`config.mk`:
```
export PLATFORM = sky130hd
export DESIGN_NAME = ldcc_ctrl
export DESIGN_NICKNAME = d
export VERILOG_FILES = /design/src/core/ldcc_pkg.sv /design/src/core/ldcc_ctrl.sv /design/src/core/ldcc_pin_sync.sv
export SDC_FILE = /design/constraint.sdc
export NUM_CORES = 1
export LEC_CHECK = 0
export BUFFER_PORTS_ARGS = -buffer_cell sky130_fd_sc_hd__buf_2
export CAP_MARGIN = 25
export CELL_PAD_IN_SITES_DETAIL_PLACEMENT = 0
export CELL_PAD_IN_SITES_GLOBAL_PLACEMENT = 2
export CORE_ASPECT_RATIO = 1.75
export CORE_UTILIZATION = 37
export CTS_CLUSTER_SIZE = 16
export DETAILED_ROUTE_END_ITERATION = 12
export GPL_ROUTABILITY_DRIVEN = 0
export PLACE_DENSITY_LB_ADDON = 0.15
export SETUP_SLACK_MARGIN = 0.15
export SLEW_MARGIN = 10
export SYNTH_ARGS = -nofsm -noshare
export SYNTH_HDL_FRONTEND = slang
export SYNTH_SLANG_ARGS = --single-unit
```
`constraint.sdc`:
```
create_clock -name clk_sys_in -period 6.6 [get_ports clk_sys_in]
set_input_delay 0.66 -clock clk_sys_in [delete_from_list [all_inputs] [get_ports clk_sys_in]]
set_output_delay 0.66 -clock clk_sys_in [all_outputs]
set_load 0.005 [all_outputs]
```
`src/core/ldcc_pkg.sv`:
```
// constants shared by the lcd driver control command block
package ldcc_pkg;

  // ----------------------------------------------------------------
  // register map (byte addresses, one aligned word each)
  // ----------------------------------------------------------------
  localparam logic [3:0] OFS_STATE = 4'h0; // mode and supply flags, ro
  localparam logic [3:0] OFS_SETTINGS = 4'h4; // contrast, column, bias, ro
  localparam logic [3:0] OFS_COMMAND = 4'h8; // instruction injection, rw
  localparam logic [3:0] OFS_LAYOUT = 4'hC; // start line, page, duty, ro

  // ----------------------------------------------------------------
  // instruction codes (main table)
  // ----------------------------------------------------------------
  localparam logic [7:0] OP_COL_LO = 8'h00; // upper nibble match
  localparam logic [7:0] OP_COL_HI = 8'h10; // upper nibble match
  localparam logic [7:0] OP_SUPPLY = 8'h20; // bit 0 selects off/on
  localparam logic [7:0] OP_DRIVER = 8'h22; // bit 0 selects off/on
  localparam logic [7:0] OP_BOOST = 8'h30; // low three bits are level
  localparam logic [7:0] OP_SUB_ENTER = 8'h70;
  localparam logic [7:0] OP_SUB_END = 8'h71;
  localparam logic [7:0] OP_ADC = 8'hA0; // bit 0 reverses segments
  localparam logic [7:0] OP_STATIC = 8'hA4; // bit 0 static drive on
  localparam logic [7:0] OP_DISPLAY = 8'hAE; // bit 0 display on
  localparam logic [7:0] OP_BIAS = 8'hB0; // low nibble is bias code
  localparam logic [7:0] OP_RMW = 8'hE0; // bit 0: 0 enter, 1 end
  localparam logic [7:0] OP_RESET = 8'hE2;

  // ----------------------------------------------------------------
  // instruction codes (sub table)
  // ----------------------------------------------------------------
  localparam logic [7:0] OP_EVR_HI = 8'h80; // upper nibble match
  localparam logic [7:0] OP_EVR_LO = 8'h90; // upper nibble match
  localparam logic [7:0] OP_EVR_EXEC = 8'hA0;

  // ----------------------------------------------------------------
  // initial values loaded by the reset instruction
  // ----------------------------------------------------------------
  localparam logic [7:0] RST_COLUMN = 8'h00;
  localparam logic [6:0] RST_START = 7'h00;
  localparam logic [3:0] RST_PAGE = 4'h0;
  localparam logic [7:0] RST_CONTRAST = 8'hFF;
  localparam logic [3:0] RST_BIAS = 4'h8; // 1/12 bias
  localparam logic [2:0] RST_BOOST = 3'h4; // six-times boost
  localparam logic [5:0] RST_INVERSE = 6'h00;
  localparam logic RST_DUTY_FULL = 1'b1; // 1/128 duty

  // ----------------------------------------------------------------
  // contrast scale and serial framing
  // ----------------------------------------------------------------
  localparam logic [7:0] EVR_FLOOR = 8'h37; // lowest of 201 levels
  localparam logic [2:0] SER_LAST_BIT = 3'h7; // eighth clock edge

  // ----------------------------------------------------------------
  // synchronised pin vector layout
  // ----------------------------------------------------------------
  localparam int PIN_CS_N = 0;
  localparam int PIN_CDS = 1;
  localparam int PIN_RD = 2;
  localparam int PIN_WR = 3;
  localparam int PIN_SCL = 4;
  localparam int PIN_SI = 5;
  localparam int PIN_PS = 6;
  localparam int PIN_BSS = 7;
  localparam int PIN_RES_N = 8;
  localparam int PIN_D0 = 9;
  localparam int PIN_W = 17;
  // idle pin levels: deselected, strobes high, reset pin asserted
  localparam logic [16:0] PIN_IDLE = 17'h0_000D;

endpackage

```
`src/core/ldcc_ctrl.sv`:
```
// lcd driver control command interpreter with host pins and avalon regs
`timescale 1ns/1ps

// How it works
// RL1 - rmw: writes advance column, reads hold it
// RL2 - rmw end restores column saved at entry
// RL3 - rmw command bit zero: 0 enter, 1 end
// RL4 - host avoids column set during rmw
// RL5 - reset instruction loads listed initial values
// RL6 - reset instruction leaves display ram untouched
// RL7 - host uses hardware reset pin at power-up
// RL8 - supply instruction bit zero switches supplies
// RL9 - booster runs only with oscillator running
// RL10 - external lcd supply means internal stays off
// RL11 - driver instruction bit zero gates waveforms
// RL12 - no waveform before driver-on instruction
// RL13 - static on with display off enters power-save
// RL14 - power-save stops clocks, outputs at supply
// RL15 - static off leaves power-save immediately
// RL16 - segment direction bit selects column order
// RL17 - contrast code maps to 201 levels
// RL18 - host should use contrast codes above 4fh
// RL19 - host enables supply before using contrast
// RL20 - select pin high parallel, low serial
// RL21 - serial mode has no reads
// RL22 - command/data select and direction decode access
// RL23 - serial msb first, eighth edge completes byte
// RL24 - chip deselect ignores bus, floats, clears serial

module ldcc_ctrl #(
  parameter int COLUMNS = 132 // segment columns addressed by the counter
) (
  input wire logic clk_sys_in,
  input wire logic rst_in,
  input wire logic chip_select_n_in,
  input wire logic command_data_select_in,
  input wire logic read_strobe_in, // rd_n, or enable in 68 style
  input wire logic write_strobe_in, // wr_n, or read/write in 68 style
  input wire logic serial_clock_in,
  input wire logic serial_data_in,
  input wire logic parallel_select_in,
  input wire logic bus_style_select_in,
  input wire logic hardware_reset_pin_n_in,
  input wire logic [7:0] data_in,
  output logic [7:0] data_out,
  output logic data_oe_out,
  input wire logic [3:0] avs_address_in,
  input wire logic avs_read_in,
  input wire logic avs_write_in,
  input wire logic [31:0] avs_writedata_in,
  input wire logic [3:0] avs_byteenable_in,
  output logic [31:0] avs_readdata_out,
  output logic avs_waitrequest_out,
  output logic supply_run_out,
  output logic osc_run_out,
  output logic driver_active_out,
  output logic outputs_at_supply_out,
  output logic power_save_out,
  output logic segment_reverse_out,
  output logic [7:0] contrast_step_out,
  output logic [7:0] column_out
);

  // refused at elaboration: the counter is eight bits and must wrap
  if (COLUMNS < 2 || COLUMNS > 256) begin : g_bad_columns
    $error("COLUMNS must lie between 2 and 256");
  end

  localparam logic [7:0] COL_LAST = 8'(COLUMNS - 1);

  // ----------------------------------------------------------------
  // state
  // ----------------------------------------------------------------
  typedef struct packed {
    logic cs_n_p, rd_p, wr_p, scl_p; // previous filtered strobes
    logic [7:0] shift; // serial shift register
    logic [2:0] bit_cnt; // serial bit counter
    logic sub_mode; // sub instruction table selected
    logic [3:0] evr_hi, evr_lo; // staged contrast nibbles
    logic rmw; // read-modify-write active
    logic [7:0] rmw_col; // column saved at rmw entry
    logic [7:0] col; // column address counter
    logic [7:0] contrast; // contrast_level_register
    logic [3:0] bias;
    logic [2:0] boost;
    logic [6:0] start_line;
    logic [3:0] page;
    logic duty_full;
    logic [5:0] inverse;
    logic supply_on, drive_en, display_on, static_on, seg_rev;
    logic power_save, osc_run, supply_run, drive_act;
    logic [7:0] contrast_step;
    logic [7:0] holder; // bus holder of the last data byte
    logic [7:0] last_cmd;
    logic cmd_pend; // software instruction waiting
    logic [7:0] dq; // parallel read data
    logic dq_oe;
    logic av_wait;
    logic [31:0] av_rdata;
  } ldcc_st_t;

  ldcc_st_t st_r;
  ldcc_st_t st_nxt;

  // ----------------------------------------------------------------
  // pin synchroniser
  // ----------------------------------------------------------------
  logic [ldcc_pkg::PIN_W-1:0] pin_raw;
  logic [ldcc_pkg::PIN_W-1:0] pin;

  assign pin_raw = {data_in, hardware_reset_pin_n_in, bus_style_select_in,
                    parallel_select_in, serial_data_in, serial_clock_in,
                    write_strobe_in, read_strobe_in, command_data_select_in,
                    chip_select_n_in};

  ldcc_pin_sync #(
    .W(ldcc_pkg::PIN_W),
    .INIT(ldcc_pkg::PIN_IDLE)
  ) u_sync (
    .clk_sys_in(clk_sys_in),
    .rst_in(rst_in),
    .pin_in(pin_raw),
    .level_out(pin)
  );

  // decoded events, module level so assertions can watch them
  logic sel, par, rd_act, wr_evt, rd_evt, byte_v, byte_data;
  logic cmd_v, dwr_v, drd_v, av_req, av_cmd_acc;
  logic [7:0] byte_val, cmd;

  // ----------------------------------------------------------------
  // next state
  // ----------------------------------------------------------------
  always_comb begin
    st_nxt = st_r;
    sel = !pin[ldcc_pkg::PIN_CS_N];
    par = pin[ldcc_pkg::PIN_PS]; // RL20
    byte_v = 1'b0;
    byte_val = pin[ldcc_pkg::PIN_D0 +: 8];
    byte_data = pin[ldcc_pkg::PIN_CDS];
    wr_evt = 1'b0;
    rd_evt = 1'b0;
    rd_act = 1'b0;
    st_nxt.cs_n_p = pin[ldcc_pkg::PIN_CS_N];
    st_nxt.rd_p = pin[ldcc_pkg::PIN_RD];
    st_nxt.wr_p = pin[ldcc_pkg::PIN_WR];
    st_nxt.scl_p = pin[ldcc_pkg::PIN_SCL];

    // parallel strobes: 80 style low-active, 68 style enable + direction
    if (pin[ldcc_pkg::PIN_BSS]) begin
      rd_act = pin[ldcc_pkg::PIN_RD] && pin[ldcc_pkg::PIN_WR];
      wr_evt = st_r.rd_p && !pin[ldcc_pkg::PIN_RD] && !st_r.wr_p;
      rd_evt = !st_r.rd_p && rd_act;
    end else begin
      rd_act = !pin[ldcc_pkg::PIN_RD];
      wr_evt = !st_r.wr_p && pin[ldcc_pkg::PIN_WR];
      rd_evt = st_r.rd_p && rd_act;
    end

    // RL24: deselected bus is ignored, serial state cleared, pins float
    if (!sel) begin
      st_nxt.shift = '0;
      st_nxt.bit_cnt = '0;
      rd_act = 1'b0;
      rd_evt = 1'b0;
      wr_evt = 1'b0;
    end else if (par) begin
      byte_v = wr_evt; // RL22
    end else if (!st_r.scl_p && pin[ldcc_pkg::PIN_SCL]) begin
      // RL23: msb first on rising serial clock
      st_nxt.shift = {st_r.shift[6:0], pin[ldcc_pkg::PIN_SI]};
      st_nxt.bit_cnt = st_r.bit_cnt + 3'd1;
      if (st_r.bit_cnt == ldcc_pkg::SER_LAST_BIT) begin
        byte_v = 1'b1; // RL23
        byte_val = st_nxt.shift;
      end
    end

    // RL21: reads exist only on the parallel bus
    rd_act = rd_act && par;
    rd_evt = rd_evt && par;
    st_nxt.dq_oe = rd_act;
    if (rd_evt) begin
      // RL22: status when command/data select low, else bus holder
      st_nxt.dq = byte_data ? st_r.holder :
                  {1'b0, st_r.seg_rev, st_r.display_on, st_r.power_save,
                   st_r.rmw, 3'h0};
    end

    // pin instruction bytes win; a software instruction waits for a cycle without one
    dwr_v = byte_v && byte_data;
    drd_v = rd_evt && byte_data;
    cmd_v = (byte_v && !byte_data) || st_r.cmd_pend;
    cmd = (byte_v && !byte_data) ? byte_val : st_r.last_cmd;
    if (!(byte_v && !byte_data)) begin
      st_nxt.cmd_pend = 1'b0;
    end else if (!st_r.cmd_pend) begin
      // a waiting software byte keeps its slot until it has run
      st_nxt.last_cmd = byte_val;
    end

    // RL1: column follows data accesses
    if (dwr_v) begin
      st_nxt.holder = byte_val;
      st_nxt.col = (st_r.col == COL_LAST) ? '0 : st_r.col + 8'd1;
    end else if (drd_v && !st_r.rmw) begin
      st_nxt.col = (st_r.col == COL_LAST) ? '0 : st_r.col + 8'd1;
    end

    // instruction decode
    if (cmd_v && st_r.sub_mode) begin
      if (cmd == ldcc_pkg::OP_SUB_END) begin
        st_nxt.sub_mode = 1'b0;
      end else if (cmd[7:4] == ldcc_pkg::OP_EVR_HI[7:4]) begin
        st_nxt.evr_hi = cmd[3:0];
      end else if (cmd[7:4] == ldcc_pkg::OP_EVR_LO[7:4]) begin
        st_nxt.evr_lo = cmd[3:0];
      end else if (cmd == ldcc_pkg::OP_EVR_EXEC) begin
        st_nxt.contrast = {st_r.evr_hi, st_r.evr_lo};
      end
    end else if (cmd_v) begin
      case (cmd[7:4])
        ldcc_pkg::OP_COL_LO[7:4]: begin
          // RL4: column set is not honoured while rmw is active
          if (!st_r.rmw) begin
            st_nxt.col = {st_r.col[7:4], cmd[3:0]};
          end
        end
        ldcc_pkg::OP_COL_HI[7:4]: begin
          if (!st_r.rmw) begin
            st_nxt.col = {cmd[3:0], st_r.col[3:0]};
          end
        end
        ldcc_pkg::OP_SUPPLY[7:4]: begin
          if (cmd[7:1] == ldcc_pkg::OP_SUPPLY[7:1]) begin
            st_nxt.supply_on = cmd[0]; // RL8
          end else if (cmd[7:1] == ldcc_pkg::OP_DRIVER[7:1]) begin
            st_nxt.drive_en = cmd[0]; // RL11
          end
        end
        ldcc_pkg::OP_BOOST[7:4]: begin
          if (!cmd[3]) begin
            st_nxt.boost = cmd[2:0];
          end
        end
        ldcc_pkg::OP_SUB_ENTER[7:4]: begin
          if (cmd == ldcc_pkg::OP_SUB_ENTER) begin
            st_nxt.sub_mode = 1'b1;
          end
        end
        ldcc_pkg::OP_ADC[7:4]: begin
          if (cmd[7:1] == ldcc_pkg::OP_ADC[7:1]) begin
            st_nxt.seg_rev = cmd[0]; // RL16
          end else if (cmd[7:1] == ldcc_pkg::OP_STATIC[7:1]) begin
            st_nxt.static_on = cmd[0]; // RL13 RL15
          end else if (cmd[7:1] == ldcc_pkg::OP_DISPLAY[7:1]) begin
            st_nxt.display_on = cmd[0]; // RL13
          end
        end
        ldcc_pkg::OP_BIAS[7:4]: begin
          st_nxt.bias = cmd[3:0];
        end
        ldcc_pkg::OP_RMW[7:4]: begin
          if (cmd[7:1] == ldcc_pkg::OP_RMW[7:1]) begin
            if (!cmd[0] && !st_r.rmw) begin
              st_nxt.rmw = 1'b1; // RL3
              st_nxt.rmw_col = st_r.col;
            end else if (cmd[0] && st_r.rmw) begin
              st_nxt.rmw = 1'b0; // RL3
              st_nxt.col = st_r.rmw_col; // RL2
            end
          end else if (cmd == ldcc_pkg::OP_RESET) begin
            // RL5: initial values; holder and ram side untouched (RL6)
            st_nxt.col = ldcc_pkg::RST_COLUMN;
            st_nxt.start_line = ldcc_pkg::RST_START;
            st_nxt.page = ldcc_pkg::RST_PAGE;
            st_nxt.contrast = ldcc_pkg::RST_CONTRAST;
            st_nxt.duty_full = ldcc_pkg::RST_DUTY_FULL;
            st_nxt.bias = ldcc_pkg::RST_BIAS;
            st_nxt.boost = ldcc_pkg::RST_BOOST;
            st_nxt.inverse = ldcc_pkg::RST_INVERSE;
          end
        end
        default: begin
          st_nxt.last_cmd = st_nxt.last_cmd; // unknown codes do nothing
        end
      endcase
    end

    // avalon slave: wait drops one cycle after the request is seen
    av_req = avs_read_in || avs_write_in;
    av_cmd_acc = 1'b0;
    if (av_req && st_r.av_wait && !st_r.cmd_pend) begin
      st_nxt.av_wait = 1'b0;
      case (avs_address_in)
        ldcc_pkg::OFS_STATE: st_nxt.av_rdata = {23'h00_0000, !par,
          st_r.sub_mode, st_r.rmw, st_r.static_on, st_r.display_on,
          st_r.seg_rev, st_r.power_save, st_r.drive_en, st_r.supply_on};
        ldcc_pkg::OFS_SETTINGS: st_nxt.av_rdata = {9'h000, st_r.boost,
          st_r.bias, st_r.col, st_r.contrast};
        ldcc_pkg::OFS_COMMAND: st_nxt.av_rdata = {24'h00_0000,
          st_r.last_cmd};
        ldcc_pkg::OFS_LAYOUT: st_nxt.av_rdata = {10'h000, st_r.inverse,
          3'h0, st_r.duty_full, st_r.page, 1'b0, st_r.start_line};
        default: st_nxt.av_rdata = '0;
      endcase
    end else if (!st_r.av_wait) begin
      st_nxt.av_wait = 1'b1;
      // the write lands at the edge where the master sees wait low
      av_cmd_acc = avs_write_in && avs_byteenable_in[0] &&
                   avs_address_in == ldcc_pkg::OFS_COMMAND;
      if (av_cmd_acc) begin
        st_nxt.cmd_pend = 1'b1;
        st_nxt.last_cmd = avs_writedata_in[7:0];
      end
    end

    // hardware reset pin restores every setting and mode
    if (!pin[ldcc_pkg::PIN_RES_N]) begin
      st_nxt.col = ldcc_pkg::RST_COLUMN;
      st_nxt.start_line = ldcc_pkg::RST_START;
      st_nxt.page = ldcc_pkg::RST_PAGE;
      st_nxt.contrast = ldcc_pkg::RST_CONTRAST;
      st_nxt.duty_full = ldcc_pkg::RST_DUTY_FULL;
      st_nxt.bias = ldcc_pkg::RST_BIAS;
      st_nxt.boost = ldcc_pkg::RST_BOOST;
      st_nxt.inverse = ldcc_pkg::RST_INVERSE;
      st_nxt.rmw = 1'b0;
      st_nxt.sub_mode = 1'b0;
      st_nxt.supply_on = 1'b0;
      st_nxt.drive_en = 1'b0;
      st_nxt.display_on = 1'b0;
      st_nxt.static_on = 1'b0;
      st_nxt.seg_rev = 1'b0;
    end

    // derived drive state; kept in flops so every output is registered
    st_nxt.power_save = st_nxt.static_on && !st_nxt.display_on; // RL13
    st_nxt.osc_run = !st_nxt.power_save; // RL14
    // booster is only allowed to run on a live clock
    st_nxt.supply_run = st_nxt.supply_on && st_nxt.osc_run; // RL8 RL9
    st_nxt.drive_act = st_nxt.drive_en && !st_nxt.power_save; // RL11 RL12
    // codes below the floor clamp to the lowest level
    st_nxt.contrast_step = (st_nxt.contrast < ldcc_pkg::EVR_FLOOR) ? '0 :
                           st_nxt.contrast - ldcc_pkg::EVR_FLOOR; // RL17
  end

  // ----------------------------------------------------------------
  // registers
  // ----------------------------------------------------------------
  always_ff @(posedge clk_sys_in or posedge rst_in) begin
    if (rst_in) begin
      st_r <= '0;
      st_r.cs_n_p <= 1'b1;
      st_r.rd_p <= 1'b1;
      st_r.wr_p <= 1'b1;
      st_r.contrast <= ldcc_pkg::RST_CONTRAST;
      st_r.contrast_step <= ldcc_pkg::RST_CONTRAST - ldcc_pkg::EVR_FLOOR;
      st_r.bias <= ldcc_pkg::RST_BIAS;
      st_r.boost <= ldcc_pkg::RST_BOOST;
      st_r.duty_full <= ldcc_pkg::RST_DUTY_FULL;
      st_r.osc_run <= 1'b1;
      st_r.av_wait <= 1'b1;
    end else begin
      st_r <= st_nxt;
    end
  end

  assign data_out = st_r.dq;
  assign data_oe_out = st_r.dq_oe;
  assign avs_readdata_out = st_r.av_rdata;
  assign avs_waitrequest_out = st_r.av_wait;
  assign supply_run_out = st_r.supply_run;
  assign osc_run_out = st_r.osc_run;
  assign driver_active_out = st_r.drive_act;
  assign outputs_at_supply_out = st_r.power_save; // RL14
  assign power_save_out = st_r.power_save;
  assign segment_reverse_out = st_r.seg_rev;
  assign contrast_step_out = st_r.contrast_step;
  assign column_out = st_r.col;

  // ----------------------------------------------------------------
  // assertions
  // ----------------------------------------------------------------
  AST_RMW_READ_HOLD: assert property (@(posedge clk_sys_in) disable iff (rst_in) // RL1
    st_r.rmw && drd_v && !cmd_v && pin[ldcc_pkg::PIN_RES_N]
    |=> st_r.col == $past(st_r.col))
    else $error("column moved on a read during rmw");
  AST_RMW_END_RESTORE: assert property (@(posedge clk_sys_in) disable iff (rst_in) // RL2
    cmd_v && !st_r.sub_mode && cmd == 8'hE1 && st_r.rmw && pin[8]
    |=> !st_r.rmw && st_r.col == $past(st_r.rmw_col))
    else $error("rmw end did not restore column");
  AST_RMW_ENTER: assert property (@(posedge clk_sys_in) disable iff (rst_in) // RL3
    cmd_v && !st_r.sub_mode && cmd == 8'hE0 && !st_r.rmw && pin[8]
    |=> st_r.rmw && st_r.rmw_col == $past(st_r.col))
    else $error("rmw entry failed");
  AST_RESET_VALUES: assert property (@(posedge clk_sys_in) disable iff (rst_in) // RL5
    cmd_v && !st_r.sub_mode && cmd == 8'hE2 && !dwr_v
    |=> st_r.contrast == 8'hFF && st_r.col == 8'h00 && st_r.bias == 4'h8
        && st_r.boost == 3'h4 && st_r.inverse == 6'h00)
    else $error("reset instruction values wrong");
  AST_SUPPLY_BIT: assert property (@(posedge clk_sys_in) disable iff (rst_in) // RL8
    cmd_v && !st_r.sub_mode && cmd[7:1] == 7'h10 && pin[8]
    |=> st_r.supply_on == $past(cmd[0]))
    else $error("supply bit not applied");
  AST_DRIVER_GATE: assert property (@(posedge clk_sys_in) disable iff (rst_in) // RL12
    driver_active_out |-> st_r.drive_en && !st_r.power_save)
    else $error("waveform active without driver on");
  AST_PSAVE_STOPS: assert property (@(posedge clk_sys_in) disable iff (rst_in) // RL14
    power_save_out |-> !osc_run_out && !supply_run_out && !driver_active_out)
    else $error("power save left circuits running");
  AST_PSAVE_RELEASE: assert property (@(posedge clk_sys_in) disable iff (rst_in) // RL15
    cmd_v && !st_r.sub_mode && cmd == 8'hA4 && pin[8] |=> !power_save_out)
    else $error("static off did not release power save");
  AST_DESELECT: assert property (@(posedge clk_sys_in) disable iff (rst_in) // RL24
    pin[0] |=> st_r.bit_cnt == 3'h0 && !data_oe_out)
    else $error("deselect did not clear serial or float bus");
  AST_SERIAL_NO_READ: assert property (@(posedge clk_sys_in) disable iff (rst_in) // RL21
    !pin[6] |=> !data_oe_out)
    else $error("bus driven in serial mode");
  AST_AV_ANSWER: assert property (@(posedge clk_sys_in) disable iff (rst_in)
    (avs_read_in || avs_write_in) && st_r.av_wait && !st_r.cmd_pend
    |=> !avs_waitrequest_out ##1 avs_waitrequest_out)
    else $error("avalon answer not one cycle");

endmodule

```
`src/core/ldcc_pin_sync.sv`:
```
// three-stage synchroniser with agreement filter for host pins
`timescale 1ns/1ps

module ldcc_pin_sync #(
  parameter int W = 1,
  parameter logic [W-1:0] INIT = '0
) (
  input wire logic clk_sys_in,
  input wire logic rst_in,
  input wire logic [W-1:0] pin_in,
  output logic [W-1:0] level_out
);

  // ----------------------------------------------------------------
  // state
  // ----------------------------------------------------------------
  typedef struct packed {
    logic [W-1:0] s1; // first stage, read only by s2
    logic [W-1:0] s2;
    logic [W-1:0] s3;
    logic [W-1:0] filt; // accepted level
  } ldcc_sync_st_t;

  ldcc_sync_st_t st_r;
  ldcc_sync_st_t st_nxt;

  // ----------------------------------------------------------------
  // next state: a level counts once stages two and three agree
  // ----------------------------------------------------------------
  always_comb begin
    st_nxt = st_r;
    st_nxt.s1 = pin_in;
    st_nxt.s2 = st_r.s1;
    st_nxt.s3 = st_r.s2;
    // disagreeing bits keep the previous level (glitch rejection)
    st_nxt.filt = (st_r.s3 & ~(st_r.s2 ^ st_r.s3)) |
                  (st_r.filt & (st_r.s2 ^ st_r.s3));
  end

  // ----------------------------------------------------------------
  // registers
  // ----------------------------------------------------------------
  always_ff @(posedge clk_sys_in or posedge rst_in) begin
    if (rst_in) begin
      st_r <= '{s1: INIT, s2: INIT, s3: INIT, filt: INIT};
    end else begin
      st_r <= st_nxt;
    end
  end

  assign level_out = st_r.filt;

endmodule

```
==> results of run 1 <==
==> worst paths after layout <==
check | cells past startpoint | to | slack (ps) | start
min in group asynchronous | 2 | st_r[53] | 370 | rst_in
max reg2reg | 11 | contrast_step_out[2] | 2490 | u_sync.level_out[6]
max | 11 | contrast_step_out[2] | 2490 | u_sync.level_out[6]
min reg2reg | 0 | u_sync.st_nxt[27] | 350 | u_sync.st_nxt[44]
max in group asynchronous | 3 | avs_readdata_out[11] | 4810 | rst_in
min | 1 | u_sync.st_nxt[34] | 300 | chip_select_n_in
==> metal layers <==
metal / global-route usage, % / vias up / wire length, um
met4: 9.96 / 0 / 850
met5: 0 / - / 0
met1: 21.5 / 3199 / 9150
met2: 36.6 / 156 / 12800
met3: 3.54 / 35 / 666
li1: - / 2994 / -
==> power breakdown <==
group / internal (mW) / switching [mW] / total [mW]
registers: 1.27 / 0.114 / 1.38
logic: 0.146 / 0.274 / 0.420
clock network: 0.486 / 0.462 / 0.947
total: 1.90 / 0.849 / 2.75
==> cells in the mapped netlist (all sizes together) (3+ instances only) <==
cell type and n:
and2 4, nand3b 3, or4 7, nor2b 5, and3 5, nor4 8
o22ai 6, a22o 24, nor3 28, inv 17, ha 6, maj3 17
a22oi 6, nor4b 5, a2111oi 3, xnor2 3, a21oi 32, or2 3
mux2 26, or3b 4, o211ai 4, nor2 43, nand2b 8, clkbuf 26
nor3b 4, nand4b 3, nand3 24, nand2 91, buf 68, dfrtp 160
o21a 3, a21o 7, a211oi 4, or4b 4, mux2i 24, o221ai 4
o21ai 81, a31oi 4, dfstp 30
==> sequential cells by signal, indices dropped and copies added, names as in the netlist <==
| signal | cells |
|---|---|
| avs_readdata_out | 23 |
| avs_waitrequest_out | 1 |
| column_out | 8 |
| contrast_step_out | 8 |
| data_oe_out | 1 |
| data_out | 8 |
| driver_active_out | 1 |
| osc_run_out | 1 |
| outputs_at_supply_out | 1 |
| segment_reverse_out | 1 |
| st_r | 68 |
| supply_run_out | 1 |
| u_sync.level_out | 17 |
| u_sync.st_nxt | 34 |
| u_sync.st_r | 17 |
==> critical path, cell delays in order, from the launching register on <==
cell                       delay (ps)
sky130_fd_sc_hd__dfrtp_1          470
sky130_fd_sc_hd__or3b_1           720
sky130_fd_sc_hd__nor4b_1          790
sky130_fd_sc_hd__o221a_2          450
sky130_fd_sc_hd__nor2_1           170
sky130_fd_sc_hd__o22ai_1          220
sky130_fd_sc_hd__nand2_1          120
sky130_fd_sc_hd__ha_1             230
sky130_fd_sc_hd__o21ai_0          110
sky130_fd_sc_hd__o21ai_1          140
sky130_fd_sc_hd__a211oi_2         420
sky130_fd_sc_hd__nor2_1           110
==> layout make-up <==
type / instances / area share [%]
Inverter: 17 / 0.723
Clock buffer: 17 / 4.31
Clock inverter: 15 / 1.14
Sequential cell: 190 / 48.6
Multi-Input combinational cell: 542 / 36.2
Timing Repair Buffer: 96 / 5.08
Tap cell: 308 / 3.91
==> metrics by stage <==
stage	hold WS, ps	instance area [um^2]
2_1_floorplan	331	9020
3_3_place_gp	333	9320
3_5_place_dp	337	9320
4_1_cts	270	9860
5_1_grt	277	9860
6_report	303	9860
==> cell families (layout without fill, tap and decap cells) <==
kind of cell               after synthesis  after routing  synth area share [%]
and+or+nand+nor                        258            258                  15.1
AOI/OAI and AO/OA                      197            197                  15.1
DFF                                    190            190                  53.3
buffers and inverters                  111            145                  7.32
muxes                                   50             50                  5.93
adders and majority gates               23             23                  2.73
xor gates and xnor gates                 5              5                 0.487
other                                    1              9                0.0417
==> results.rst, run 1 <==
.. list-table::
   :header-rows: 1

   * - Metric
     - Value
   * - Status
     - finished clean
   * - Register area
     - 0.00479 mm^2
   * - Total global-route track usage
     - 19.9%
   * - Number of antenna diodes
     - 0
   * - Port Buffer Count
     - 88
   * - Max_slew headroom
     - roughly a third
   * - Path type of the worst min-delay path
     - input pin to register
   * - Data arrival time of the worst path
     - roughly 4400 ps
   * - TritonCTS clock tree
     - done
   * - Synth area leader
     - sky130_fd_sc_hd__dfrtp_1
   * - Later-pin clock latency in the skew report
     - 450 ps
   * - Final worst-path cycle share
     - 62.2%
   * - Cts bufs inserted
     - 17
   * - Total number of clock tree sinks
     - 190
   * - Total congestion overflow after global routing
     - 0
   * - Worst-case clock skew
     - a little under 9 ps
   * - First-pass GRT wire length
     - between 30000 and 40000 um
   * - Endpoint required time on the critical path
     - slightly below 7000 ps
   * - Maximum number of pins on one net before global-route repair
     - around 120
   * - Number of pins with negative max-slew slack in the final report
     - 0
   * - Leak
     - ~4.4 nW
   * - CTS root buf
     - sky130_fd_sc_hd__clkbuf_16
   * - Commonest non-fill, non-tap cell in the layout
     - sky130_fd_sc_hd__dfrtp_1
   * - Drt initial violations
     - 331
   * - DIE WIDTH
     - 120 um
   * - Number of rows created at floorplan
     - 75
   * - Final count of hold timing violations
     - 0
   * - Synthesized flop and latch total
     - 190
   * - Post-CTS Hold Buffers
     - 0
   * - Number of H-tree levels
     - 4
   * - Number of instances in the synthesized netlist
     - about 840
   * - Clock-pin slew on the worst setup and hold paths
     - ~70 ps
   * - Effective utilization at floorplan
     - 37.6%
   * - Maximum net fanout on the critical path
     - 18
   * - Post-cts gate resize count
     - 0
   * - Minimum clock period after layout
     - about 4100 ps
   * - Overall Power
     - around 2.7 mW
   * - WL/cell
     - between 15 and 20 um
   * - Commonest register cell after synthesis
     - sky130_fd_sc_hd__dfrtp_1
   * - Final Non-Filler Cells
     - between 1000 and 1500
   * - Maximum vdd ir drop
     - approximately 0.16 mV
   * - Count of endpoints failing setup in the final report
     - 0
   * - Power Dens Cells
     - ~280 mW/mm^2
   * - Die Area
     - around 0.025 mm^2
   * - Post-synth top area share
     - between 40% and 50%
   * - Yosys warns
     - 0
   * - Inst Count DP
     - about 1200
   * - Number of antenna-violating nets in the routed design
     - 0
   * - Top library cells by usage in the layout, fill and taps aside
     - sky130_fd_sc_hd__dfrtp_1 (160), sky130_fd_sc_hd__nand2_1 (90), sky130_fd_sc_hd__buf_2 (88), sky130_fd_sc_hd__o21ai_0 (68), sky130_fd_sc_hd__nor2_1 (41)
   * - Estimated wirelength of the detail-placed design
     - about 17000 um
   * - Maximum number of buffers from clock root to sink
     - 2
   * - Syn Area/Cell
     - 10.8 um^2
   * - Routed wire length
     - 23500 um
   * - Critical path start-end classification
     - register to register
   * - Top-level I/O count
     - 125
   * - RSZ-0062 raised after global routing
     - false
   * - Combined area of the multi-input logic cells
     - ~0.0036 mm^2
   * - Cell types with the largest area share after synthesis
     - sky130_fd_sc_hd__dfrtp_1 (45%), sky130_fd_sc_hd__dfstp_2 (8.8%), sky130_fd_sc_hd__buf_4 (5.1%)
   * - DRC
     - 0
   * - Synth unique cells
     - approximately 90
   * - Nature of the critical path endpoint
     - register
   * - Drt via density
     - ~5.4
   * - Die Height
     - 208 um
   * - Post-synthesis to final-layout area growth
     - 9.70%
   * - Initial antenna violation count
     - 0
   * - Final total negative setup slack
     - 0 ps
   * - Number of global-route vias before repair
     - between 6000 and 7000
   * - Detailed-routing iteration count for the pre-antenna-repair pass
     - 5
   * - Max-cap violation count
     - 0
   * - Total standard cell area after synthesis
     - roughly 0.009 mm^2
   * - Worst setup margin
     - between 2000 and 2500 ps
   * - Placeable core region
     - around 0.024 mm^2
   * - Total vias in the final route
     - roughly 6400
   * - Final net count
     - approximately 930
   * - Proportion of synthesized chip area in sequential cells
     - between 50 and 60%
   * - CP Launch Type
     - register
   * - Layout cell share with drive strength beyond 1
     - 24.7%
   * - Maximum frequency from static timing analysis
     - roughly 0.24 GHz
   * - Setup repair bufs after CTS
     - 0
   * - Fillers
     - around 2400
   * - Async S/R FF share, synth
     - 100%
   * - Minimum setup slack after placement
     - 2510 ps
   * - Final core area utilization
     - between 40% and 50%
   * - Pin slew with the least headroom to its limit
     - approximately 1000 ps
   * - Number of enable flip-flop cells after synthesis
     - 0
(Power assumes the default switching activity.)
==> run 2, diff against run 1 <==
==> constraint.sdc (replaced) <==
create_clock -name clk_sys_in -period 3.8 [get_ports clk_sys_in]
set_input_delay 0.38 -clock clk_sys_in [delete_from_list [all_inputs] [get_ports clk_sys_in]]
set_output_delay 0.38 -clock clk_sys_in [all_outputs]
set_load 0.005 [all_outputs]
==> run 2 against run 1 <==
Effect of this change:
- maximum frequency is 21% higher
- core utilization is 1.5 points higher
- global-route usage is 0.48 points higher
- via count is 0.96% higher
- largest cell class unchanged
- highest routed layer unchanged
==> results.rst, run 2 (synthesis results as in run 1) <==
.. list-table::
   :header-rows: 1

   * - Metric
     - Value
   * - Number of global-route vias before repair
     - around 6700
   * - Final total negative setup slack
     - 0 ps
   * - Busiest layer in global routing
     - met2
   * - Final count of hold timing violations
     - 0
   * - Setup repair bufs after CTS
     - 0
   * - Nature of the critical path endpoint
     - register
   * - Drt via density
     - roughly 5.3
   * - Total global-route track usage
     - about 20%
   * - Later-pin clock latency in the skew report
     - 460 ps
   * - Minimum setup slack after placement
     - between 200 and 300 ps
   * - Register bank with the most flops
     - st_r
   * - RSZ-0062 raised after global routing
     - false
   * - Met1 Resource Use GR
     - about 22%
   * - Tightest hold margin
     - 23.3 ps
   * - Initial antenna violation count
     - 0
   * - Total congestion overflow after global routing
     - 0
   * - Total number of clock tree sinks
     - 190
   * - Data arrival time of the worst path
     - roughly 3800 ps
   * - Number of pins with negative max-slew slack in the final report
     - 0
   * - Number of antenna diodes
     - 0
   * - Maximum vdd ir drop
     - roughly 0.32 mV
   * - Final worst-path cycle share
     - approximately nine tenths
   * - Total vias in the final route
     - roughly 6400
   * - Status
     - finished clean
   * - Number of rows created at floorplan
     - 75
   * - Estimated wirelength of the detail-placed design
     - 18100 um
   * - Hold depth
     - 1
   * - Slowest cell delay on critical path
     - around 700 ps
   * - First-pass GRT wire length
     - 38100 um
   * - Layout cell share with drive strength beyond 1
     - about 27%
   * - Port Buffer Count
     - 88
   * - Commonest non-fill, non-tap cell in the layout
     - sky130_fd_sc_hd__dfrtp_1
   * - Count of endpoints failing setup in the final report
     - 0
   * - CTS root buf
     - sky130_fd_sc_hd__clkbuf_16
   * - Leak
     - approximately 4.6 nW
   * - Post-synthesis to final-layout area growth
     - 13.6%
   * - Top-level I/O count
     - ~130
   * - Maximum frequency from static timing analysis
     - between 0.2 and 0.3 GHz
   * - Maximum number of pins on one net before global-route repair
     - 90
   * - Endpoint required time on the critical path
     - 4170 ps
   * - Path length in cells of the critical path
     - 13
   * - Slowest cell on the critical path
     - sky130_fd_sc_hd__nor3_1
   * - Worst-case clock skew
     - around 11 ps
   * - Cts bufs inserted
     - 17
   * - Path type of the worst min-delay path
     - input pin to register
   * - Inst Count DP
     - ~1200
   * - Power Dens Cells
     - between 400 and 500 mW/mm^2
   * - Maximum net fanout on the critical path
     - 8
   * - Worst reg2reg path endpoint
     - contrast_step_out[4]
   * - TritonCTS clock tree
     - done
   * - Minimum clock period after layout
     - roughly 3400 ps
   * - Number of cells on the worst reg-to-reg path
     - 13
   * - Global-route met3 utilization
     - between 3 and 4%
   * - Top library cells by usage in the layout, fill and taps aside
     - sky130_fd_sc_hd__dfrtp_1 (160), sky130_fd_sc_hd__nand2_1 (90), sky130_fd_sc_hd__buf_2 (88), sky130_fd_sc_hd__o21ai_0 (68), sky130_fd_sc_hd__nor2_1 (41)
   * - Max-cap violation count
     - 0
   * - Clock-pin slew on the worst setup and hold paths
     - about 70 ps
   * - Worst setup margin
     - about 400 ps
   * - Worst-case hold path end point
     - u_sync.st_nxt[35]
   * - Die Area
     - 0.0249 mm^2
   * - Pin slew with the least headroom to its limit
     - a little under 900 ps
   * - WL/cell
     - a little under 20 um
   * - Die Height
     - roughly 210 um
   * - Final net count
     - ~970
   * - Maximum number of buffers from clock root to sink
     - 2
   * - Setup slack of the worst register-to-register path
     - between 400 and 500 ps
   * - CP Launch Type
     - register
   * - Effective utilization at floorplan
     - 37.6%
   * - Number of flip-flops in the largest register
     - about 70
   * - Global Route met2 Usage
     - 36.4%
   * - Delay-heaviest family, CP
     - simple AND/OR/NAND/NOR gates
   * - Number of H-tree levels
     - 4
   * - DRC
     - 0
   * - Detailed-routing iteration count for the pre-antenna-repair pass
     - 5
   * - Critical path start-end classification
     - register to register
   * - Launching point of the worst reg2reg path
     - st_r[45]
   * - Placeable core region
     - about 0.024 mm^2
   * - Final Non-Filler Cells
     - between 1000 and 1500
   * - Max_slew headroom
     - approximately two fifths
   * - DIE WIDTH
     - 120 um
   * - Number of antenna-violating nets in the routed design
     - 0
   * - Total buffers and inverters traversed by the critical path
     - 1
   * - Drt initial violations
     - 339
   * - Hold path startpoint
     - command_data_select_in
   * - Chain of cells forming the critical path
     - nor3_1 > nand4_1 > nor3_2 > nor2_1 > nand2b_1 > o22ai_1 > nand2_1 > ha_1 > o21ai_0 > o21ai_1 > a211oi_2 > buf_4 > a21oi_1
   * - Routed wire length
     - 23700 um
## run 2: cell types whose count changed in the layout (fill, tap and decap cells not counted), sizes merged, moves of 2 or more
cell         previous run  this run
buf                    96       128
clkbuf                 17        21
dlygate4sd3             0         4
inv                    22        18
clkinv                  8         5
bufinv                  0         2
## run 2: power by group
part           total, mW  internal [mW]  switching (mW)
Combinational      0.802          0.303           0.500
Sequential          2.40           2.20           0.194
Clock               1.79           1.01           0.784
Total               4.99           3.51            1.48
## run 2: worst reg2reg max path: cells and delay by family (launching register included)
| kind | cells | cell delay, ps |
|---|---|---|
| buffers and inverters | 1 | 180 |
| DFF | 1 | 480 |
| and+or+nand+nor | 6 | 1770 |
| adders and majority gates | 1 | 180 |
| AOI/OAI and AO/OA | 5 | 700 |
## run 2: worst max path at each step
stage	start	to	slack (ps)
6_report	st_r[45]	contrast_step_out[4]	410
3_5_place_dp	st_r[135]	contrast_step_out[4]	260
5_1_grt	u_sync.level_out[0]	column_out[5]	160
4_1_cts	st_r[135]	contrast_step_out[4]	230
2_1_floorplan	st_r[135]	column_out[7]	710
3_3_place_gp	st_r[135]	driver_active_out	260
## run 2: timing repair
action / in CTS / in global routing
hold buffers: 4 / 0
resized for setup: 0 / 2
endpoints found under the hold margin: 19 / 0
endpoints found under the setup margin: 0 / 20
## run 2: area by class of cell
cell class | count | area, um^2
flip-flops and latches | 190 | 4790
fillers | 2357 | 13700
clock buffers | 21 | 460
multi-input cells | 542 | 3580
repair buffers | 132 | 793
well taps | 308 | 385
inverters | 17 | 67.6
clock inverters | 11 | 131
## run 2: per-stage QoR
step / power [mW] / utilization, % / cell area (um^2)
2_1_floorplan: 2.89 / - / 9020
3_3_place_gp: 3.22 / 40.0 / 9570
3_5_place_dp: 3.24 / 40.0 / 9570
4_1_cts: 5.06 / 42.6 / 10200
5_1_grt: 5.24 / 42.7 / 10200
6_report: 4.99 / 42.7 / 10200
## run 2: metal layers
metal | routed length, um | vias up
met2 | 12900 | 144
met3 | 695 | 45
met5 | 0 | -
met4 | 996 | 0
li1 | - | 3063
met1 | 9090 | 3193
